**src/rtl/tiopc_pkg.sv**
```systemverilog
package tiopc_pkg;
  // register indices on the plain port (8-bit data)
  localparam logic [3:0] ADDR_CTL_AB0 = 4'h0;
  localparam logic [3:0] ADDR_CTL_CD0 = 4'h1;
  localparam logic [3:0] ADDR_CTL_AB1 = 4'h2;
  localparam logic [3:0] ADDR_CTL_AB2 = 4'h3;
  localparam logic [3:0] ADDR_CTL_AB3 = 4'h4;
  localparam logic [3:0] ADDR_CTL_CD3 = 4'h5;
  localparam logic [3:0] ADDR_CTL_AB4 = 4'h6;
  localparam logic [3:0] ADDR_CTL_CD4 = 4'h7;
  localparam logic [3:0] ADDR_MODE    = 4'h8;
  localparam logic [3:0] ADDR_PERIOD  = 4'h9;
  localparam logic [3:0] ADDR_DEAD    = 4'hA;
  localparam logic [3:0] ADDR_STATUS  = 4'hB;
  localparam int         NUM_CTL      = 8;
  localparam logic [7:0] CTL_RESET    = 8'h00;
  // mode register fields
  localparam int MODE_BUF0 = 0;
  localparam int MODE_BUF3 = 1;
  localparam int MODE_BUF4 = 2;
  localparam int MODE_CPWM = 3;
  localparam int MODE_CLR  = 4;
  localparam int MODE_RUN  = 5;
  localparam logic [7:0] MODE_RESET   = 8'h00;
  localparam logic [7:0] PERIOD_RESET = 8'hFF;
  localparam logic [7:0] DEAD_RESET   = 8'h02;
  // nibble function groups
  localparam logic [1:0] GRP_OUT0 = 2'b00;
  localparam logic [1:0] GRP_OUT1 = 2'b01;
  localparam logic [1:0] GRP_CAP  = 2'b10;
  localparam logic [1:0] GRP_CNT  = 2'b11;
  // least external clock pulse, in tenths of a state
  localparam int CLK_MIN_SINGLE_X10 = 15;
  localparam int CLK_MIN_BOTH_X10   = 25;
  localparam int CLK_MIN_SINGLE_CYC = (CLK_MIN_SINGLE_X10 + 9) / 10;
  localparam int CLK_MIN_BOTH_CYC   = (CLK_MIN_BOTH_X10 + 9) / 10;
  typedef enum logic [1:0] {CNT_UP = 2'b00, CNT_DOWN = 2'b01} tiopc_dir_t;
endpackage

```
**src/rtl/tiopc_pin_unit.sv**
```systemverilog
`timescale 1ns/10ps
`default_nettype none
// one general register with its function nibble
module tiopc_pin_unit
  import tiopc_pkg::*;
(
  input  wire logic       ref_clk,
  input  wire logic       rst,
  input  wire logic       init_req,
  input  wire logic [3:0] func_sel,
  input  wire logic       buffered,
  input  wire logic       match,
  input  wire logic       pin_in,
  input  wire logic       cnt_event,
  input  wire logic [7:0] counter,
  output logic            pin_out,
  output logic            pin_oe,
  output logic [7:0]      captured,
  output logic            capture_hit
);
  typedef struct packed {
    logic       level;
    logic       prev_in;
    logic [7:0] cap;
    logic       hit;
    logic [3:0] last_sel;
  } tiopc_pu_t;
  tiopc_pu_t st;
  tiopc_pu_t next_st;

  always_comb begin
    logic rise;
    logic fall;
    logic edge_ok;
    rise    = pin_in & ~st.prev_in;
    fall    = ~pin_in & st.prev_in;
    next_st = st;
    next_st.prev_in  = pin_in;
    next_st.hit      = 1'b0;
    next_st.last_sel = func_sel;
    edge_ok = 1'b0;
    // new setting reloads the initial level
    if (func_sel != st.last_sel || init_req) begin
      next_st.level = (func_sel[3:2] == GRP_OUT1);
    end else if (!buffered && func_sel[3] == 1'b0 && match) begin
      case (func_sel[1:0])
        2'b01:   next_st.level = 1'b0;
        2'b10:   next_st.level = 1'b1;
        2'b11:   next_st.level = ~st.level;
        default: next_st.level = st.level;
      endcase
    end
    case (func_sel[3:2])
      GRP_CAP: edge_ok = func_sel[1] ? (rise | fall) : (func_sel[0] ? fall : rise);
      GRP_CNT: edge_ok = cnt_event;
      default: edge_ok = 1'b0;
    endcase
    if (edge_ok && !buffered) begin
      next_st.cap = counter;
      next_st.hit = 1'b1;
    end
  end

  always_ff @(posedge ref_clk) begin
    if (rst) begin
      st <= '0;
    end else begin
      st <= next_st;
    end
  end

  assign pin_out     = st.level;
  assign pin_oe      = !buffered && func_sel[3] == 1'b0 && func_sel[1:0] != 2'b00;
  assign captured    = st.cap;
  assign capture_hit = st.hit;
endmodule
`default_nettype wire

```
**src/rtl/tiopc_cpwm.sv**
```systemverilog
`timescale 1ns/10ps
`default_nettype none
// three-phase complementary waveform from an up/down carrier
module tiopc_cpwm
  import tiopc_pkg::*;
(
  input  wire logic       ref_clk,
  input  wire logic       rst,
  input  wire logic       enable,
  input  wire logic [7:0] period,
  input  wire logic [7:0] dead,
  input  wire logic [7:0] duty_1,
  input  wire logic [7:0] duty_2,
  input  wire logic [7:0] duty_3,
  input  wire logic       cut_off,
  output logic [7:0]      carrier,
  output logic [2:0]      pos,
  output logic [2:0]      neg,
  output logic            sync_tgl
);
  typedef struct packed {
    logic [7:0] cnt;
    tiopc_dir_t dir;
    logic [2:0] p;
    logic [2:0] n;
    logic       tgl;
  } tiopc_cp_t;
  tiopc_cp_t st;
  tiopc_cp_t next_st;

  function automatic logic above(input logic [7:0] c, input logic [7:0] d, input logic [7:0] off);
    logic [8:0] sum;
    sum = {1'b0, d} + {1'b0, off};
    return {1'b0, c} >= sum;
  endfunction

  always_comb begin
    logic [7:0] duty [3];
    duty[0] = duty_1;
    duty[1] = duty_2;
    duty[2] = duty_3;
    next_st = st;
    if (!enable) begin
      next_st = '0;
    end else begin
      // up/down carrier, sync toggle at each crest
      if (st.dir == CNT_UP) begin
        if (st.cnt >= period) begin
          next_st.dir = CNT_DOWN;
          next_st.cnt = st.cnt - 8'h01;
          next_st.tgl = ~st.tgl;
        end else begin
          next_st.cnt = st.cnt + 8'h01;
        end
      end else begin
        if (st.cnt == 8'h00) begin
          next_st.dir = CNT_UP;
          next_st.cnt = 8'h01;
        end else begin
          next_st.cnt = st.cnt - 8'h01;
        end
      end
      // dead band keeps each pair from overlapping
      for (int i = 0; i < 3; i++) begin
        next_st.p[i] = !cut_off && above(st.cnt, duty[i], dead);
        next_st.n[i] = !cut_off && ({1'b0, st.cnt} + {1'b0, dead} < {1'b0, duty[i]});
      end
    end
  end

  always_ff @(posedge ref_clk) begin
    if (rst) begin
      st <= '0;
    end else begin
      st <= next_st;
    end
  end

  assign carrier  = st.cnt;
  assign pos      = st.p;
  assign neg      = st.n;
  assign sync_tgl = st.tgl;
endmodule
`default_nettype wire

```
**src/rtl/tiopc_top.sv**
```systemverilog
`timescale 1ns/10ps
`default_nettype none
// What this block does
// - eight pin function registers: two for channels 0,3,4, one for 1,2
// - registers clear on power-on reset and standby, manual reset keeps them
// - high register: upper nibble sets register B, lower nibble register A
// - low register: upper nibble sets register D, lower nibble register C
// - buffer mode makes C/D nibble ineffective, no capture or compare
// - codes 00xx: initial level 0, then off, drive 0, drive 1, toggle
// - codes 01xx: initial level 1, then off, drive 0, drive 1, toggle
// - codes 10xx capture from pin: rising, falling, or both edges
// - channel 0 codes 11xx capture on channel 1 count events
// - complementary mode gives three non-overlapping phase pairs on channels 3,4
// - channel 3 and 4 counters count up and down in complementary mode
// - pairs: 3B/3D, 4A/4C, 4B/4D, second pin inverted and non-overlapping
// - channel 3 pin A toggles with the period or stays a port
// - external signal forces PWM outputs off through port function
// - compare-match clearing clears after final state equal to compare value
// - period is compare value plus one counts
module tiopc_top
  import tiopc_pkg::*;
(
  input  wire logic       ref_clk,
  input  wire logic       rst,
  input  wire logic       standby,
  input  wire logic       manual_rst,
  input  wire logic [3:0] reg_addr,
  input  wire logic [7:0] reg_wdata,
  input  wire logic       reg_wr,
  input  wire logic       reg_rd,
  output logic [7:0]      reg_rdata,
  input  wire logic [7:0] general_match_a,
  input  wire logic [7:0] general_match_b,
  input  wire logic [7:0] general_match_c,
  input  wire logic [7:0] general_match_d,
  input  wire logic       chan1_count_evt,
  input  wire logic       pwm_cut_off,
  input  wire logic       chan0_pin_c_in,
  output logic            chan0_pin_c_out,
  output logic            chan0_pin_c_oe,
  output logic [7:0]      chan0_capture_c,
  output logic            chan0_capture_hit,
  output logic [7:0]      timer_counter_value,
  output logic            chan3_pin_a,
  output logic            chan3_pin_b,
  output logic            chan3_pin_d,
  output logic            chan4_pin_a,
  output logic            chan4_pin_b,
  output logic            chan4_pin_c,
  output logic            chan4_pin_d,
  output logic            pwm_oe
);
  typedef struct packed {
    logic [NUM_CTL-1:0][7:0] ctl;
    logic [7:0]              mode;
    logic [7:0]              period;
    logic [7:0]              dead;
    logic [7:0]              cnt;
    logic                    match_flag;
    logic [7:0]              rdata;
  } tiopc_top_t;
  tiopc_top_t st;
  tiopc_top_t next_st;

  logic [7:0] carrier;
  logic [2:0] pos;
  logic [2:0] neg;
  logic       sync_tgl;
  logic       c0_match;
  logic       cpwm_on;

  assign cpwm_on  = st.mode[MODE_CPWM];
  assign c0_match = st.mode[MODE_RUN] && (st.cnt == general_match_c);

  // channel 0 register C: the one general register with both capture sources
  tiopc_pin_unit u_chan0_c (
    .ref_clk     (ref_clk),
    .rst         (rst || standby),
    .init_req    (1'b0),
    .func_sel    (st.ctl[1][3:0]),
    .buffered    (st.mode[MODE_BUF0]),
    .match       (c0_match),
    .pin_in      (chan0_pin_c_in),
    .cnt_event   (chan1_count_evt),
    .counter     (st.cnt),
    .pin_out     (chan0_pin_c_out),
    .pin_oe      (chan0_pin_c_oe),
    .captured    (chan0_capture_c),
    .capture_hit (chan0_capture_hit)
  );

  tiopc_cpwm u_cpwm (
    .ref_clk  (ref_clk),
    .rst      (rst || standby),
    .enable   (cpwm_on),
    .period   (st.period),
    .dead     (st.dead),
    .duty_1   (general_match_b),
    .duty_2   (general_match_a),
    .duty_3   (general_match_d),
    .cut_off  (pwm_cut_off),
    .carrier  (carrier),
    .pos      (pos),
    .neg      (neg),
    .sync_tgl (sync_tgl)
  );

  always_comb begin
    next_st = st;
    next_st.rdata = 8'h00;
    next_st.match_flag = st.match_flag | c0_match;
    // free-running channel counter with compare-match clearing
    if (st.mode[MODE_RUN]) begin
      if (st.mode[MODE_CLR] && st.cnt == st.period) begin
        next_st.cnt = 8'h00;
      end else begin
        next_st.cnt = st.cnt + 8'h01;
      end
    end
    if (reg_wr) begin
      if (reg_addr < ADDR_MODE) begin
        next_st.ctl[reg_addr[2:0]] = reg_wdata;
      end else begin
        case (reg_addr)
          ADDR_MODE:   next_st.mode = reg_wdata;
          ADDR_PERIOD: next_st.period = reg_wdata;
          ADDR_DEAD:   next_st.dead = reg_wdata;
          ADDR_STATUS: next_st.match_flag = c0_match; // set wins over clear
          default:     next_st.mode = st.mode;
        endcase
      end
    end
    if (reg_rd) begin
      if (reg_addr < ADDR_MODE) begin
        next_st.rdata = st.ctl[reg_addr[2:0]];
      end else begin
        case (reg_addr)
          ADDR_MODE:   next_st.rdata = st.mode;
          ADDR_PERIOD: next_st.rdata = st.period;
          ADDR_DEAD:   next_st.rdata = st.dead;
          ADDR_STATUS: next_st.rdata = {6'h00, sync_tgl, st.match_flag};
          default:     next_st.rdata = 8'h00;
        endcase
      end
    end
  end

  // manual reset deliberately leaves the state alone, clearing only the read data
  always_ff @(posedge ref_clk) begin
    if (rst || standby) begin
      st.ctl        <= '{default: CTL_RESET};
      st.mode       <= MODE_RESET;
      st.period     <= PERIOD_RESET;
      st.dead       <= DEAD_RESET;
      st.cnt        <= 8'h00;
      st.match_flag <= 1'b0;
      st.rdata      <= 8'h00;
    end else if (!manual_rst) begin
      st <= next_st;
    end else begin
      st.rdata <= 8'h00;
    end
  end

  assign reg_rdata           = st.rdata;
  assign timer_counter_value = cpwm_on ? carrier : st.cnt;
  assign chan3_pin_a         = cpwm_on & sync_tgl;
  assign chan3_pin_b         = pos[0];
  assign chan3_pin_d         = neg[0];
  assign chan4_pin_a         = pos[1];
  assign chan4_pin_c         = neg[1];
  assign chan4_pin_b         = pos[2];
  assign chan4_pin_d         = neg[2];
  assign pwm_oe              = cpwm_on & ~pwm_cut_off;
endmodule
`default_nettype wire

```
**config.mk**
```make
export PLATFORM = sky130hd
export DESIGN_NAME = tiopc_top
export DESIGN_NICKNAME = d
export VERILOG_FILES = /design/src/rtl/tiopc_pkg.sv /design/src/rtl/tiopc_pin_unit.sv /design/src/rtl/tiopc_cpwm.sv /design/src/rtl/tiopc_top.sv
export SDC_FILE = /design/constraint.sdc
export NUM_CORES = 1
export LEC_CHECK = 0
export ABC_AREA = 1
export BUFFER_PORTS_ARGS = -buffer_cell sky130_fd_sc_hd__buf_2
export CAP_MARGIN = 20
export CORE_AREA = 2 2 201 203
export CTS_BUF_LIST = sky130_fd_sc_hd__clkbuf_2
export DETAILED_ROUTE_END_ITERATION = 8
export DIE_AREA = 0 0 203 205
export SETUP_SLACK_MARGIN = 0.1
export SYNTH_ARGS = -nofsm -noshare
export SYNTH_HDL_FRONTEND = slang
export SYNTH_HIERARCHICAL = 1
export SYNTH_SLANG_ARGS = --single-unit
```
**constraint.sdc**
```tcl
create_clock -name ref_clk -period 2.6 [get_ports ref_clk]
set_input_delay 0.13 -clock ref_clk [delete_from_list [all_inputs] [get_ports ref_clk]]
set_output_delay 0.13 -clock ref_clk [all_outputs]
set_load 0.02 [all_outputs]
```
After elaboration in Yosys (flattened, before gate mapping):

Index checks and enable logic that the tools add are counted.

* register bits after elaboration: 137
* input port bits: 53
* output and inout port bits: 35
* logic and storage cells: 127

* $add $sub $neg: 7
* magnitude comparators: 10
* equality and inequality tests: 14
* mux-type cells: 24
* bitwise logic cells: 16
* reductions and logical operators: 32

Operator list (number)
* 64-bit bitwise mux: 1
* 8-bit 2-to-1 mux: 7
* 8-bit by 8-bit adder with 9-bit output: 4
* 8-bit one-hot mux with 4 select lines: 1
* 8-bit by 9-bit >= comparator with 1-bit output: 3
* 9-bit by 8-bit less-than comparator with 1-bit output: 3
* 8-bit binary-select mux with 3-bit select: 1
* 8-bit demux with 3-bit select: 1
* 8-bit by 1-bit adder with 8-bit output, second input constant: 2
* 4-bit == test, second input constant: 4
* 8-bit == test: 2
* 1-bit logical AND: 13
* 4-bit AND reduction: 3
* 10-bit 2-to-1 mux: 1
* 1-bit NOT: 10
* 2-bit == test, second input constant: 4
* 8-bit >= comparator: 1
* 8-bit logical NOT: 1
* 1-bit 2-to-1 mux: 8
* 2-bit AND reduction: 4
* 8-bit by 1-bit subtractor with 8-bit output, second input constant: 1
* 2-bit nonzero test: 3
* 1-bit AND: 4
* 2-bit by 1-bit == test with 1-bit output, second input constant: 2
* 16 further kinds: 19

Depth between registers and ports, before layout:

Gate-level depths: netlist of run 1.

* word-level depth: 7
* depth in mapped cells: 15
* depth with buffers taken out: 15

Modules after synthesis:

The synthesis of run 1 kept the hierarchy.

Modules (own cells, without submodules)
* tiopc_top: times used 1, cells an instance 765, area each 5111.2 um2, sequential area each 2102.0 um2
* tiopc_cpwm: times used 1, cells an instance 514, area each 3530.9 um2, sequential area each 320.3 um2
* tiopc_pin_unit: times used 1, cells an instance 108, area each 752.0 um2, sequential area each 300.3 um2

Worst setup path after synthesis of run 1:

OpenSTA, ideal clock, no wires.

* path type: register to register
* start point: register, netlist name st[18]
* end point: register u_cpwm.st (netlist bit u_cpwm/pos[1])
* library setup time: 0.070 ns
* arrival time: 2.343 ns
* required time: 2.530 ns
* path slack: 0.187 ns
* cell stages (with the launch flop): 14
* buffers on the path: 0
* period minus slack after synthesis: 2.413 ns
* path through: dfxtp_1 inv_1 fa_1 inv_1 a21oi_1 o21ai_0 xor2_1 ha_1 nand2_1 o21ai_0 nor2_1 o21ai_0 nand2_1 a21oi_1

* longest elaborated chain between the ends: 3

Ends and longest elaborated chain
* 8-bit by 8-bit adder with 9-bit output: RTL line tiopc_cpwm.sv:33 `sum = {1'b0, d} + {1'b0, off};`
* 8-bit by 9-bit >= comparator with 1-bit output: RTL line tiopc_cpwm.sv:34 `return {1'b0, c} >= sum;`
* 1-bit logical AND: RTL line tiopc_cpwm.sv:65 `next_st.p[i] = !cut_off && above(st.cnt, duty[i], dead);`
* end signal: assignment: RTL line tiopc_cpwm.sv:75 `st <= next_st;`
* end: declaration: RTL line tiopc_cpwm.sv:28 `tiopc_cp_t st;`

No other way between the ends.
A chain may end at the register's enable or synchronous reset.

Final worst setup path of run 1:

* start point: register, netlist name st[17]
* end point: register u_cpwm.st (netlist bit u_cpwm/pos[1])

* longest elaborated chain between the ends: 3

Ends and longest elaborated chain (RTL line)
* 8-bit by 8-bit adder with 9-bit output: tiopc_cpwm.sv:33
* 8-bit by 9-bit >= comparator with 1-bit output: tiopc_cpwm.sv:34
* 1-bit logical AND: tiopc_cpwm.sv:65

No other way between the ends.

==> run_results.csv, run 1 <==
group,metric,value,unit
status,outcome,"finished, final reports clean",
grt,overflow,0,
drt,route.detailed.vias_per_inst,4.56,
worst_setup_path,critPathLaunchType,"flop",
clocking,worstSkewPairLatency,0.75,ns
clocking,tritoncts,"built",
min_path,hold_class,"primary input to flop",
power,p_clk_share,34.2,%
worst_setup_path,cp_max_fo,4,
sta,skew,0.0596,ns
placement,portBuffers,87,
floorplan,num_io_pins,88,
synthesis,syn-cell-area,9390,um^2
sta,fmax,0.414,GHz
floorplan,rows,73,
synthesis,ys_seq_elements,136,
synthesis,synthXorXnorAreaFrac,3.54,%
floorplan,core,39400,um^2
drt,drc,0,
floorplan,die_w,203,um
grt,grt_pass1_vias,8683,
synthesis,synth_nets,1535,
worst_setup_path,slowest_delay,0.44,ns
sta,layout_min_cycle_time,2.41,ns
synthesis,synthAdderAreaFrac,13.0,%
synthesis,synth_compound_area_share,12.9,%
placement,dpl.hpwl,21500,um
layout,synthToLayoutAreaGrowth,17.4,%
clocking,clk_path_buf_depth,2,
clocking,cts_inserted_buffers,17,
worst_setup_path,critical_path.cell_chain,"ha_4 > inv_2 > fa_2 > inv_2 > a21oi_2 > o21ai_2 > xor2_1 > ha_1 > nand4_1 > nor2_1 > nor2_1 > o21ai_1 > nand2_1 > a21oi_2",
synthesis,synth_ff_type,"dfxtp_1",
layout,mostFrequentLayoutCells,"nand2_1 (243), nor2_1 (218), inv_1 (167)",
layout,final_common_cell,"nand2_1",
floorplan,design.die.area,41600,um^2
power,intPower,2800,uW
clocking,path_clk_slew,0.24,ns
layout,postLayoutCoreUtil,28.0,%
sta,rsz0062_at_grt,"true",
worst_setup_path,slowest_stage,"dfxtp_4",
drt,ant_nets,0,
clocking,cts.sinks,136,
power,power_density,359,nW/um^2
synthesis,muxShareOfSynthArea,0,%
drt,first_pass_iters,7,
worst_setup_path,worstPathRequired,3.24,ns
worst_setup_path,rrSetupSlack,0.19,ns
drt,first_iter_violations,757,
sta,slew_violations,0,
grt,track_usage,14.2,%
sta,fin_ws,0.187,ns
worst_setup_path,crit_buf_inv,2,
power,p_seq_share,53.0,%
power,p_switching,1160,uW
floorplan,die_h,205,um
power,swShare,29.3,%
synthesis,synth_top_family_by_area,"simple AND/OR/NAND/NOR gates",
worst_setup_path,end_kind,"flop",
synthesis,syn_inst,1387,
placement,dp_worst_setup_slack,-0.00358,ns
worst_setup_path,cp_top_family,"adder cells",
power,leakage,0.00539,uW
grt,antenna_found_initial,2,
synthesis,async_reset_ff_share,0,%
worst_setup_path,cp.arrival,3.05,ns
sta,fin_crit_sh,92.8,%
grt,grt_pass1_wl,46300,um
sta,tightestPinTransition,0.792,ns
grt,grt_max_degree,82,
synthesis,synth_cell_type_count,42,
synthesis,syn_area_per_cell,6.77,um^2
drt,wl_per_cell,14.6,um
placement,gp_congestion,0.856,
floorplan,initial_core_util,23.9,%
synthesis,synth_edf_count,0,
synthesis,synth-simple-area-share,29.5,%
power,power.total,3960,uW
sta,setup_violations,0,
sta,finalHoldViolCount,0,
power,p_comb_share,12.8,%
clocking,cts_htree_levels,4,
layout,final_nets,1638,
sta,slew_headroom,47.2,%
drt,wl,29600,um
worst_setup_path,path_class,"flop to flop",
drt,vias,9245,
synthesis,ys_warn_count,6,
job,maxCapViolCount,0,
power,ir_drop,0.000259,V
layout,drive_gt1_share,14.1,%
synthesis,ys_seq_area_share,29.0,%
clocking,cts-root-buf,"clkbuf_2",
## synth_stat cells (2+ instances only)
cell / number / area, um^2
nor2_2: 6 / 37.5
o22ai_1: 6 / 37.5
nor2_1: 219 / 822
nand3_2: 6 / 60.1
ha_1: 91 / 1140
xnor2_1: 6 / 52.6
buf_6: 4 / 45.0
nor3_1: 9 / 45.0
a21o_1: 2 / 15.0
dfxtp_1: 136 / 2720
nor2_4: 8 / 90.1
buf_2: 6 / 30.0
inv_1: 169 / 634
o211ai_1: 2 / 15.0
fa_1: 4 / 80.1
nand2_1: 244 / 916
nand2_2: 7 / 43.8
o21ai_0: 116 / 581
buf_1: 3 / 11.3
nor3b_1: 2 / 15.0
nand3_1: 78 / 390
inv_2: 14 / 52.6
nor3_4: 2 / 32.5
buf_4: 37 / 278
a21oi_1: 95 / 475
and3_1: 2 / 12.5
o21ai_1: 7 / 35.0
nand4_1: 41 / 257
xor2_1: 32 / 280
nand2_4: 2 / 22.5
clkbuf_1: 20 / 75.1
## per-stage QoR
step                cells  hold WS (ns)  cell area [um^2]  setup TNS, ns
floorplan            1387         0.258              9390              0
global placement     1949         0.375             10200              0
detailed placement   1949         0.389             10200       -0.00358
CTS                  2023       0.00496             10900              0
global route         2028        0.0441             11000       -0.00788
finish               2029        0.0725             11000              0
## power by group through the flow
stage | clock network [uW] | logic (uW) | registers [uW]
2_1_floorplan | 0 | 294 | 2140
3_3_place_gp | 0 | 436 | 2140
3_5_place_dp | 0 | 442 | 2140
4_1_cts | 1380 | 493 | 2100
5_1_grt | 1480 | 563 | 2110
6_report | 1350 | 508 | 2100
## metal layers
| metal | wire, um | global-route usage, % |
|---|---|---|
| met3 | 1720 | 2.56 |
| met2 | 13700 | 23.7 |
| met5 | 0 | 0 |
| met1 | 13500 | 18.6 |
| met4 | 663 | 4.17 |
## registers in the layout (all words and copies together), names as in the netlist
register	count
u_cpwm/pos	3
u_cpwm/sync_tgl	1
u_cpwm/carrier	8
u_chan0_c/capture_hit	1
cpwm_on	1
st	96
u_cpwm/neg	3
u_chan0_c/st	5
u_chan0_c/captured	8
u_chan0_c/pin_out	1
u_cpwm/st	1
reg_rdata	8
## path summary, 6_finish.rpt
check,start,end,cells after the start
setup / recovery,st[17],u_cpwm/pos[1],14
hold / removal,standby,st[17],5
setup reg to reg,st[17],u_cpwm/pos[1],14
hold reg to reg,st[39],st[39],2
## timing repair
action,4_1_cts,5_1_grt
hold buffers,43,0
buffers inserted,0,4
pin swaps,1,19
endpoints found under the hold margin,116,0
setup endpoints to repair,6,7
gates resized for setup,7,28
## area by class of cell
type                       instances  area [um^2]
inverter                         184          693
multi-input combinational        997         5650
sequential                       136         2730
clock inverter                    14          158
antenna                            2         5.00
tap                              525          657
fill                            4326        28300
timing repair buffer             154         1050
clock buffer                      17         85.1
## cells by family after synthesis
logic type | after synthesis
XOR/XNOR | 38
buffers and inverters | 254
flip-flops | 136
AO/OA/AOI/OAI | 234
other | 1
adder cells (fa/ha/maj) | 95
AND/OR/NAND/NOR | 629
## worst reg2reg max path, cell delays in order (launching register included)
cell	delay, ns
dfxtp_4	0.44
ha_4	0.14
inv_2	0.04
fa_2	0.38
inv_2	0.07
a21oi_2	0.05
o21ai_2	0.19
xor2_1	0.09
ha_1	0.32
nand4_1	0.10
nor2_1	0.12
nor2_1	0.05
o21ai_1	0.12
nand2_1	0.07
a21oi_2	0.12
(Power assumes the default switching activity.)
==> run 2: changes to the inputs <==
--- a/config.mk
+++ b/config.mk
@@ -12,6 +12,7 @@
 export CTS_BUF_LIST = sky130_fd_sc_hd__clkbuf_2
 export DETAILED_ROUTE_END_ITERATION = 8
 export DIE_AREA = 0 0 203 205
+export PLACE_DENSITY = 0.5
 export SETUP_SLACK_MARGIN = 0.1
 export SYNTH_ARGS = -nofsm -noshare
 export SYNTH_HDL_FRONTEND = slang
==> run 2 against run 1 <==
Die area unchanged. Global-route usage up 0.75 points. Via count is 1.2% lower. First-iteration DRC count fell by 17%. Final area is 0.18% lower. Worst hold slack gained 0.030 ns. Clock power rose by 11%. Register-to-register slack gained 0.04 ns. Count of clock-buffer cells in the layout increased by 2.
==> run_results.csv, run 2 (same netlist as run 1, synthesis figures left out) <==
group,metric,value,unit
sta,tightestPinTransition,0.729,ns
worst_setup_path,rrSetupSlack,0.23,ns
worst_setup_path,cp_top_family,"adder cells",
layout,regMostFlops,"st",
job,maxCapViolCount,0,
clocking,cts-root-buf,"clkbuf_2",
layout,final_cell_area,11000,um^2
drt,wl,30700,um
layout,drive_gt1_share,13.9,%
floorplan,rows,73,
worst_setup_path,r2r_cells,14,
status,outcome,"finished, final reports clean",
layout,mostFrequentLayoutCells,"nand2_1 (243), nor2_1 (218), inv_1 (169)",
worst_setup_path,slowest_stage,"dfxtp_1",
worst_setup_path,rr_endpoint,"u_cpwm/pos[1]",
drt,first_pass_iters,5,
layout,synthToLayoutAreaGrowth,17.2,%
clocking,path_clk_slew,0.24,ns
worst_setup_path,critical_path.cell_chain,"inv_1 > fa_2 > inv_1 > a21oi_1 > o21ai_2 > buf_4 > nand2_1 > nand2_1 > xor2_1 > ha_1 > nand2_1 > nor3_1 > nor2_1 > a21oi_1",
drt,dr_wl_met2,13900,um
sta,fin_crit_sh,91.1,%
min_path,whs_endpoint,"u_cpwm/pos[0]",
drt,wl_met3,1210,um
drt,ant_nets,0,
worst_setup_path,r2r_start,"st[18]",
drt,wl_per_cell,15.1,um
floorplan,die_h,205,um
grt,grt_max_degree,82,
power,leakage,0.00540,uW
min_path,hold_depth,8,
worst_setup_path,worstPathRequired,3.30,ns
clocking,cts.sinks,136,
floorplan,num_io_pins,88,
worst_setup_path,path_class,"flop to flop",
sta,fmax,0.422,GHz
layout,final_common_cell,"nand2_1",
placement,gp_congestion,0.843,
drt,top_layer,"met4",
placement,placed_cell_area,10200,um^2
sta,finalHoldViolCount,0,
sta,slew_headroom,51.4,%
sta,skew,0.0470,ns
floorplan,core,39400,um^2
placement,dp_worst_setup_slack,0.0198,ns
clocking,worstSkewPairLatency,0.75,ns
worst_setup_path,critPathLaunchType,"flop",
worst_setup_path,path_common_cell,"nand2_1",
floorplan,initial_core_util,23.9,%
min_path,hold_class,"primary input to flop",
sta,layout_min_cycle_time,2.37,ns
clocking,clk_path_buf_depth,2,
worst_setup_path,end_kind,"flop",
drt,first_iter_violations,632,
grt,grt_pass1_vias,8768,
min_path,min_from,"general_match_b[2]",
placement,dpl.hpwl,22500,um
placement,portBuffers,87,
drt,wl_met1,14700,um
sta,final.setup.tns,0,ns
worst_setup_path,cp_max_fo,4,
floorplan,die_w,203,um
layout,final_nets,1639,
sta,slew_violations,0,
worst_setup_path,cp.arrival,3.07,ns
grt,overflow,0,
worst_setup_path,slowest_delay,0.35,ns
power,ir_drop,0.000223,V
placement,dp_cells,1953,
sta,rsz0062_at_grt,"true",
grt,antenna_found_initial,1,
layout,postLayoutCoreUtil,28.0,%
drt,drc,0,
clocking,cts_inserted_buffers,17,
floorplan,design.die.area,41600,um^2
sta,setup_violations,0,
drt,route.detailed.vias_per_inst,4.50,
grt,grt_pass1_wl,48100,um
drt,vias,9138,
power,power_density,374,nW/um^2
sta,fin_ws,0.230,ns
layout,largest_register_ffs,96,
clocking,tritoncts,"built",
worst_setup_path,crit_buf_inv,3,
clocking,cts_htree_levels,4,
layout,finalNonFillerCells,2031,
grt,track_usage,14.9,%
-- run 2: area by class of cell --
class | count | area (um^2)
fill | 4368 | 28400
multi-input combinational | 997 | 5600
sequential | 136 | 2730
timing repair buffer | 155 | 1050
inverter | 184 | 693
tap | 525 | 657
clock inverter | 13 | 178
clock buffer | 19 | 95.1
antenna | 2 | 5.00
-- run 2: how the worst max path moves through the flow --
stage                     slack, ns  cells past startpoint    from             to
after floorplan                0.19                     13  st[18]  u_cpwm/pos[1]
after global placement         0.11                     15  st[17]  u_cpwm/pos[1]
after detailed placement       0.02                     15  st[17]  u_cpwm/pos[1]
after CTS                      0.09                     15  st[17]  u_cpwm/pos[1]
after global routing           0.07                     14  st[18]  u_cpwm/pos[1]
final                          0.23                     14  st[18]  u_cpwm/pos[1]
-- run 2: worst reg2reg max path, stage by stage, from the launching register on --
cell and delay (ns):
dfxtp_1 0.35, inv_1 0.25, fa_2 0.29, inv_1 0.04, a21oi_1 0.17, o21ai_2 0.09
buf_4 0.13, nand2_1 0.05, nand2_1 0.05, xor2_1 0.15, ha_1 0.29, nand2_1 0.07
nor3_1 0.20, nor2_1 0.06, a21oi_1 0.15
-- run 2: metrics by stage --
step	hold WS (ns)	total power, uW
2_1_floorplan	0.258	2440
3_3_place_gp	0.378	2600
3_5_place_dp	0.385	2600
4_1_cts	0.0162	4180
5_1_grt	0.0874	4320
6_report	0.103	4110
-- run 2: per-layer routing --
layer | GRT usage [%] | up-vias
li1 | - | 4688
met1 | 19.6 | 4205
met2 | 24.5 | 202
met3 | 2.40 | 43
met4 | 5.58 | 0
met5 | 0 | -
-- run 2: what timing repair did --
| item | 4_1_cts | 5_1_grt |
|---|---|---|
| gates resized for setup | 4 | 19 |
| pin swaps | 1 | 5 |
| buffers inserted | 0 | 3 |
| hold buffers | 41 | 0 |
| endpoints found under the setup margin | 5 | 7 |
| endpoints found under the hold margin | 118 | 0 |
-- run 2: report_power, final --
part	internal (uW)	switching, uW	total [uW]	leakage, uW
Sequential	2100	5.86	2100	0.00110
Combinational	185	326	511	0.00415
Clock	633	868	1500	0.000156
Total	2920	1200	4110	0.00540
==> run 3: changes to the inputs <==
--- a/config.mk
+++ b/config.mk
@@ -5,13 +5,12 @@
 export SDC_FILE = /design/constraint.sdc
 export NUM_CORES = 1
 export LEC_CHECK = 0
-export ABC_AREA = 1
 export BUFFER_PORTS_ARGS = -buffer_cell sky130_fd_sc_hd__buf_2
 export CAP_MARGIN = 20
-export CORE_AREA = 2 2 201 203
+export CORE_AREA = 2 2 197 199
 export CTS_BUF_LIST = sky130_fd_sc_hd__clkbuf_2
 export DETAILED_ROUTE_END_ITERATION = 8
-export DIE_AREA = 0 0 203 205
+export DIE_AREA = 0 0 199 201
 export PLACE_DENSITY = 0.5
 export SETUP_SLACK_MARGIN = 0.1
 export SYNTH_ARGS = -nofsm -noshare
==> run 3 against run 2 <==
Die area is 3.9% lower. Maximum frequency is 7.0% lower. Setup slack worse by 0.18 ns. Via count is 13% lower. Count of clock-buffer cells in the layout stayed put. Power is 4.8% lower. Synthesized area is 4.5% lower. Clock power is 15% lower. Synthesized cell count is 24% lower.
==> run_results.csv, run 3 <==
group,metric,value,unit
power,swShare,31.4,%
worst_setup_path,path_depth,14,
worst_setup_path,slowest_stage,"dfxtp_4",
floorplan,core,38100,um^2
worst_setup_path,rr_endpoint,"u_cpwm/pos[1]",
clocking,cts-root-buf,"clkbuf_2",
power,power_density,353,nW/um^2
worst_setup_path,path_class,"flop to flop",
grt,grt_max_degree,71,
drt,drc,0,
floorplan,design.die.area,40000,um^2
power,leakage,0.00464,uW
drt,route.detailed.vias_per_inst,4.63,
drt,first_iter_violations,493,
worst_setup_path,crit_buf_inv,2,
power,ir_drop,0.000221,V
drt,vias,7918,
worst_setup_path,end_kind,"flop",
job,maxCapViolCount,0,
power,power.total,3920,uW
worst_setup_path,r2r_start,"st[17]",
status,outcome,"finished, final reports clean",
layout,num-fill-cells,4073,
synthesis,ys_seq_area_share,30.3,%
synthesis,syn_area_per_cell,8.55,um^2
worst_setup_path,worstPathRequired,3.29,ns
layout,regMostFlops,"st",
synthesis,ys_seq_elements,136,
drt,wl_met1,13500,um
power,p_comb_share,13.7,%
sta,fin_ws,0.0518,ns
synthesis,syn_inst,1050,
sta,fin_crit_sh,98.0,%
min_path,hold_class,"primary input to flop",
floorplan,die_h,201,um
layout,final_common_cell,"dfxtp_1",
synthesis,ys_warn_count,6,
synthesis,synth_top_area_cell,"dfxtp_1",
synthesis,synth_edf_count,0,
clocking,worstSkewPairLatency,0.81,ns
synthesis,synth_cell_type_count,72,
clocking,cts.sinks,136,
sta,rsz0062_at_grt,"true",
drt,top_layer,"met4",
floorplan,die_w,199,um
placement,dp_cells,1620,
sta,layout_min_cycle_time,2.55,ns
worst_setup_path,cp-endpoint,"u_cpwm/pos[1]",
sta,setup_violations,0,
layout,drive_gt1_share,23.9,%
power,p_switching,1230,uW
worst_setup_path,cp.arrival,3.24,ns
placement,dp_worst_setup_slack,-0.0713,ns
layout,final_nets,1326,
drt,wl_per_cell,16.8,um
synthesis,synth.most_common_cell,"dfxtp_1",
floorplan,rows,72,
power,intPower,2690,uW
grt,grt_pass1_wl,44500,um
clocking,cts_inserted_buffers,17,
clocking,clk_path_buf_depth,2,
synthesis,synth.area.top_cells,"dfxtp_1 (30%), ha_1 (13%), mux2i_1 (5.7%)",
grt,grt_pass1_vias,7877,
clocking,path_clk_slew,0.24,ns
power,p_seq_share,53.6,%
sta,skew,0.0914,ns
worst_setup_path,rrSetupSlack,0.05,ns
synthesis,synth_top_area_share,30.3,%
layout,synthToLayoutAreaGrowth,23.5,%
floorplan,num_io_pins,88,
worst_setup_path,slowest_delay,0.47,ns
worst_setup_path,startpoint,"st[17]",
drt,wl,28700,um
grt,antenna_found_initial,1,
worst_setup_path,cp_max_fo,5,
synthesis,syn-cell-area,8970,um^2
drt,ant_nets,0,
sta,fmax,0.392,GHz
floorplan,initial_core_util,23.6,%
layout,finalNonFillerCells,1710,
synthesis,synthTopCellsByCount,"dfxtp_1 (136), nand2_1 (98), ha_1 (91)",
sta,finalHoldViolCount,0,
placement,portBuffers,87,
drt,dr_wl_met2,13600,um
worst_setup_path,path_common_cell,"o21ai_1",
sta,slew_headroom,49.7,%
placement,dpl.hpwl,20400,um
layout,postLayoutCoreUtil,29.1,%
power,p_clk_share,32.7,%
sta,tightestPinTransition,0.755,ns
synthesis,async_reset_ff_share,0,%
drt,wl_met3,1250,um
drt,first_pass_iters,4,
layout,mostFrequentLayoutCells,"dfxtp_1 (131), nand2_1 (98), buf_2 (87)",
clocking,tritoncts,"built",
synthesis,synth_ff_type,"dfxtp_1",
worst_setup_path,critical_path.cell_chain,"buf_6 > ha_4 > inv_2 > fa_2 > nor2b_1 > o21ai_1 > a21boi_1 > o21a_1 > nor2_2 > xor2_1 > ha_2 > a2111oi_4 > o21ai_1 > and4_1",
layout,largest_register_ffs,96,
worst_setup_path,critPathLaunchType,"flop",
grt,track_usage,14.3,%
worst_setup_path,cp_top_family,"compound AO/OA/AOI/OAI gates",
grt,overflow,0,
synthesis,synth_nets,1198,
clocking,cts_htree_levels,4,
sta,slew_violations,0,
placement,gp_congestion,0.841,
worst_setup_path,r2r_cells,14,
## run 3: cells by family (layout without fill, tap and decap cells)
logic type / after synthesis / count (layout) / share of synthesized area, %
compound gates: 206 / 206 / 15.1
xor+xnor: 56 / 56 / 5.46
fa+ha+maj: 95 / 95 / 13.6
buf+inv: 139 / 280 / 7.64
flops: 136 / 136 / 30.3
mux: 74 / 74 / 8.70
other cells: 1 / 2 / 0.0418
simple gates: 343 / 343 / 19.2
## run 3: area by class of cell
| cell class | instances | area (um^2) | area share, % |
|---|---|---|---|
| antenna | 1 | 2.50 | 0.0226 |
| clock buffer | 19 | 95.1 | 0.858 |
| clock inverter | 13 | 120 | 1.08 |
| inverter | 52 | 198 | 1.78 |
| multi-input combinational | 775 | 5930 | 53.5 |
| sequential | 136 | 2730 | 24.7 |
| tap | 518 | 648 | 5.85 |
| timing repair buffer | 196 | 1360 | 12.3 |
## run 3: worst min-delay path, stage by stage
cell,delay [ns]
buf_2,0.09
mux2i_1,0.09
nor4_2,0.13
buf_4,0.24
mux2i_1,0.09
## run 3: metal layers
| layer | vias to the layer above | track usage, % |
|---|---|---|
| met2 | 172 | 23.6 |
| met3 | 25 | 2.97 |
| met4 | 0 | 3.44 |
| met5 | - | 0 |
| met1 | 3782 | 19.1 |
| li1 | 3939 | - |
## run 3: stage by stage
step / TNS (ns) / cell area, um^2 / hold WS (ns)
after floorplan: 0 / 8980 / 0.268
after global placement: -0.0205 / 9990 / 0.391
after detailed placement: -0.194 / 9990 / 0.406
after CTS: 0 / 10800 / 0.0111
after global routing: -0.160 / 11100 / 0.0124
final: 0 / 11100 / 0.0682
## run 3: power by group through the flow
stage	registers, uW	logic, uW	clock network (uW)
detailed placement	2140	460	0
global placement	2140	458	0
floorplan	2140	288	0
CTS	2100	515	1340
global route	2100	589	1430
finish	2100	537	1280
## run 3: timing repair
item,CTS,global route
endpoints found under the setup margin,6,6
hold buffers,40,0
hold endpoints to repair,111,0
pin swaps,19,42
gates resized for setup,29,58
setup buffers,11,6
## run 3: worst min path at each step
| stage | slack, ns | startpoint | cells past startpoint | end |
|---|---|---|---|---|
| 2_1_floorplan | 0.27 | chan0_pin_c_in | 2 | u_chan0_c/st[13] |
| 3_3_place_gp | 0.39 | chan0_pin_c_in | 3 | u_chan0_c/st[13] |
| 3_5_place_dp | 0.41 | chan0_pin_c_in | 3 | u_chan0_c/st[13] |
| 4_1_cts | 0.01 | chan1_count_evt | 5 | u_chan0_c/captured[7] |
| 5_1_grt | 0.01 | general_match_a[2] | 7 | u_cpwm/neg[1] |
| 6_report | 0.07 | chan1_count_evt | 5 | u_chan0_c/captured[7] |
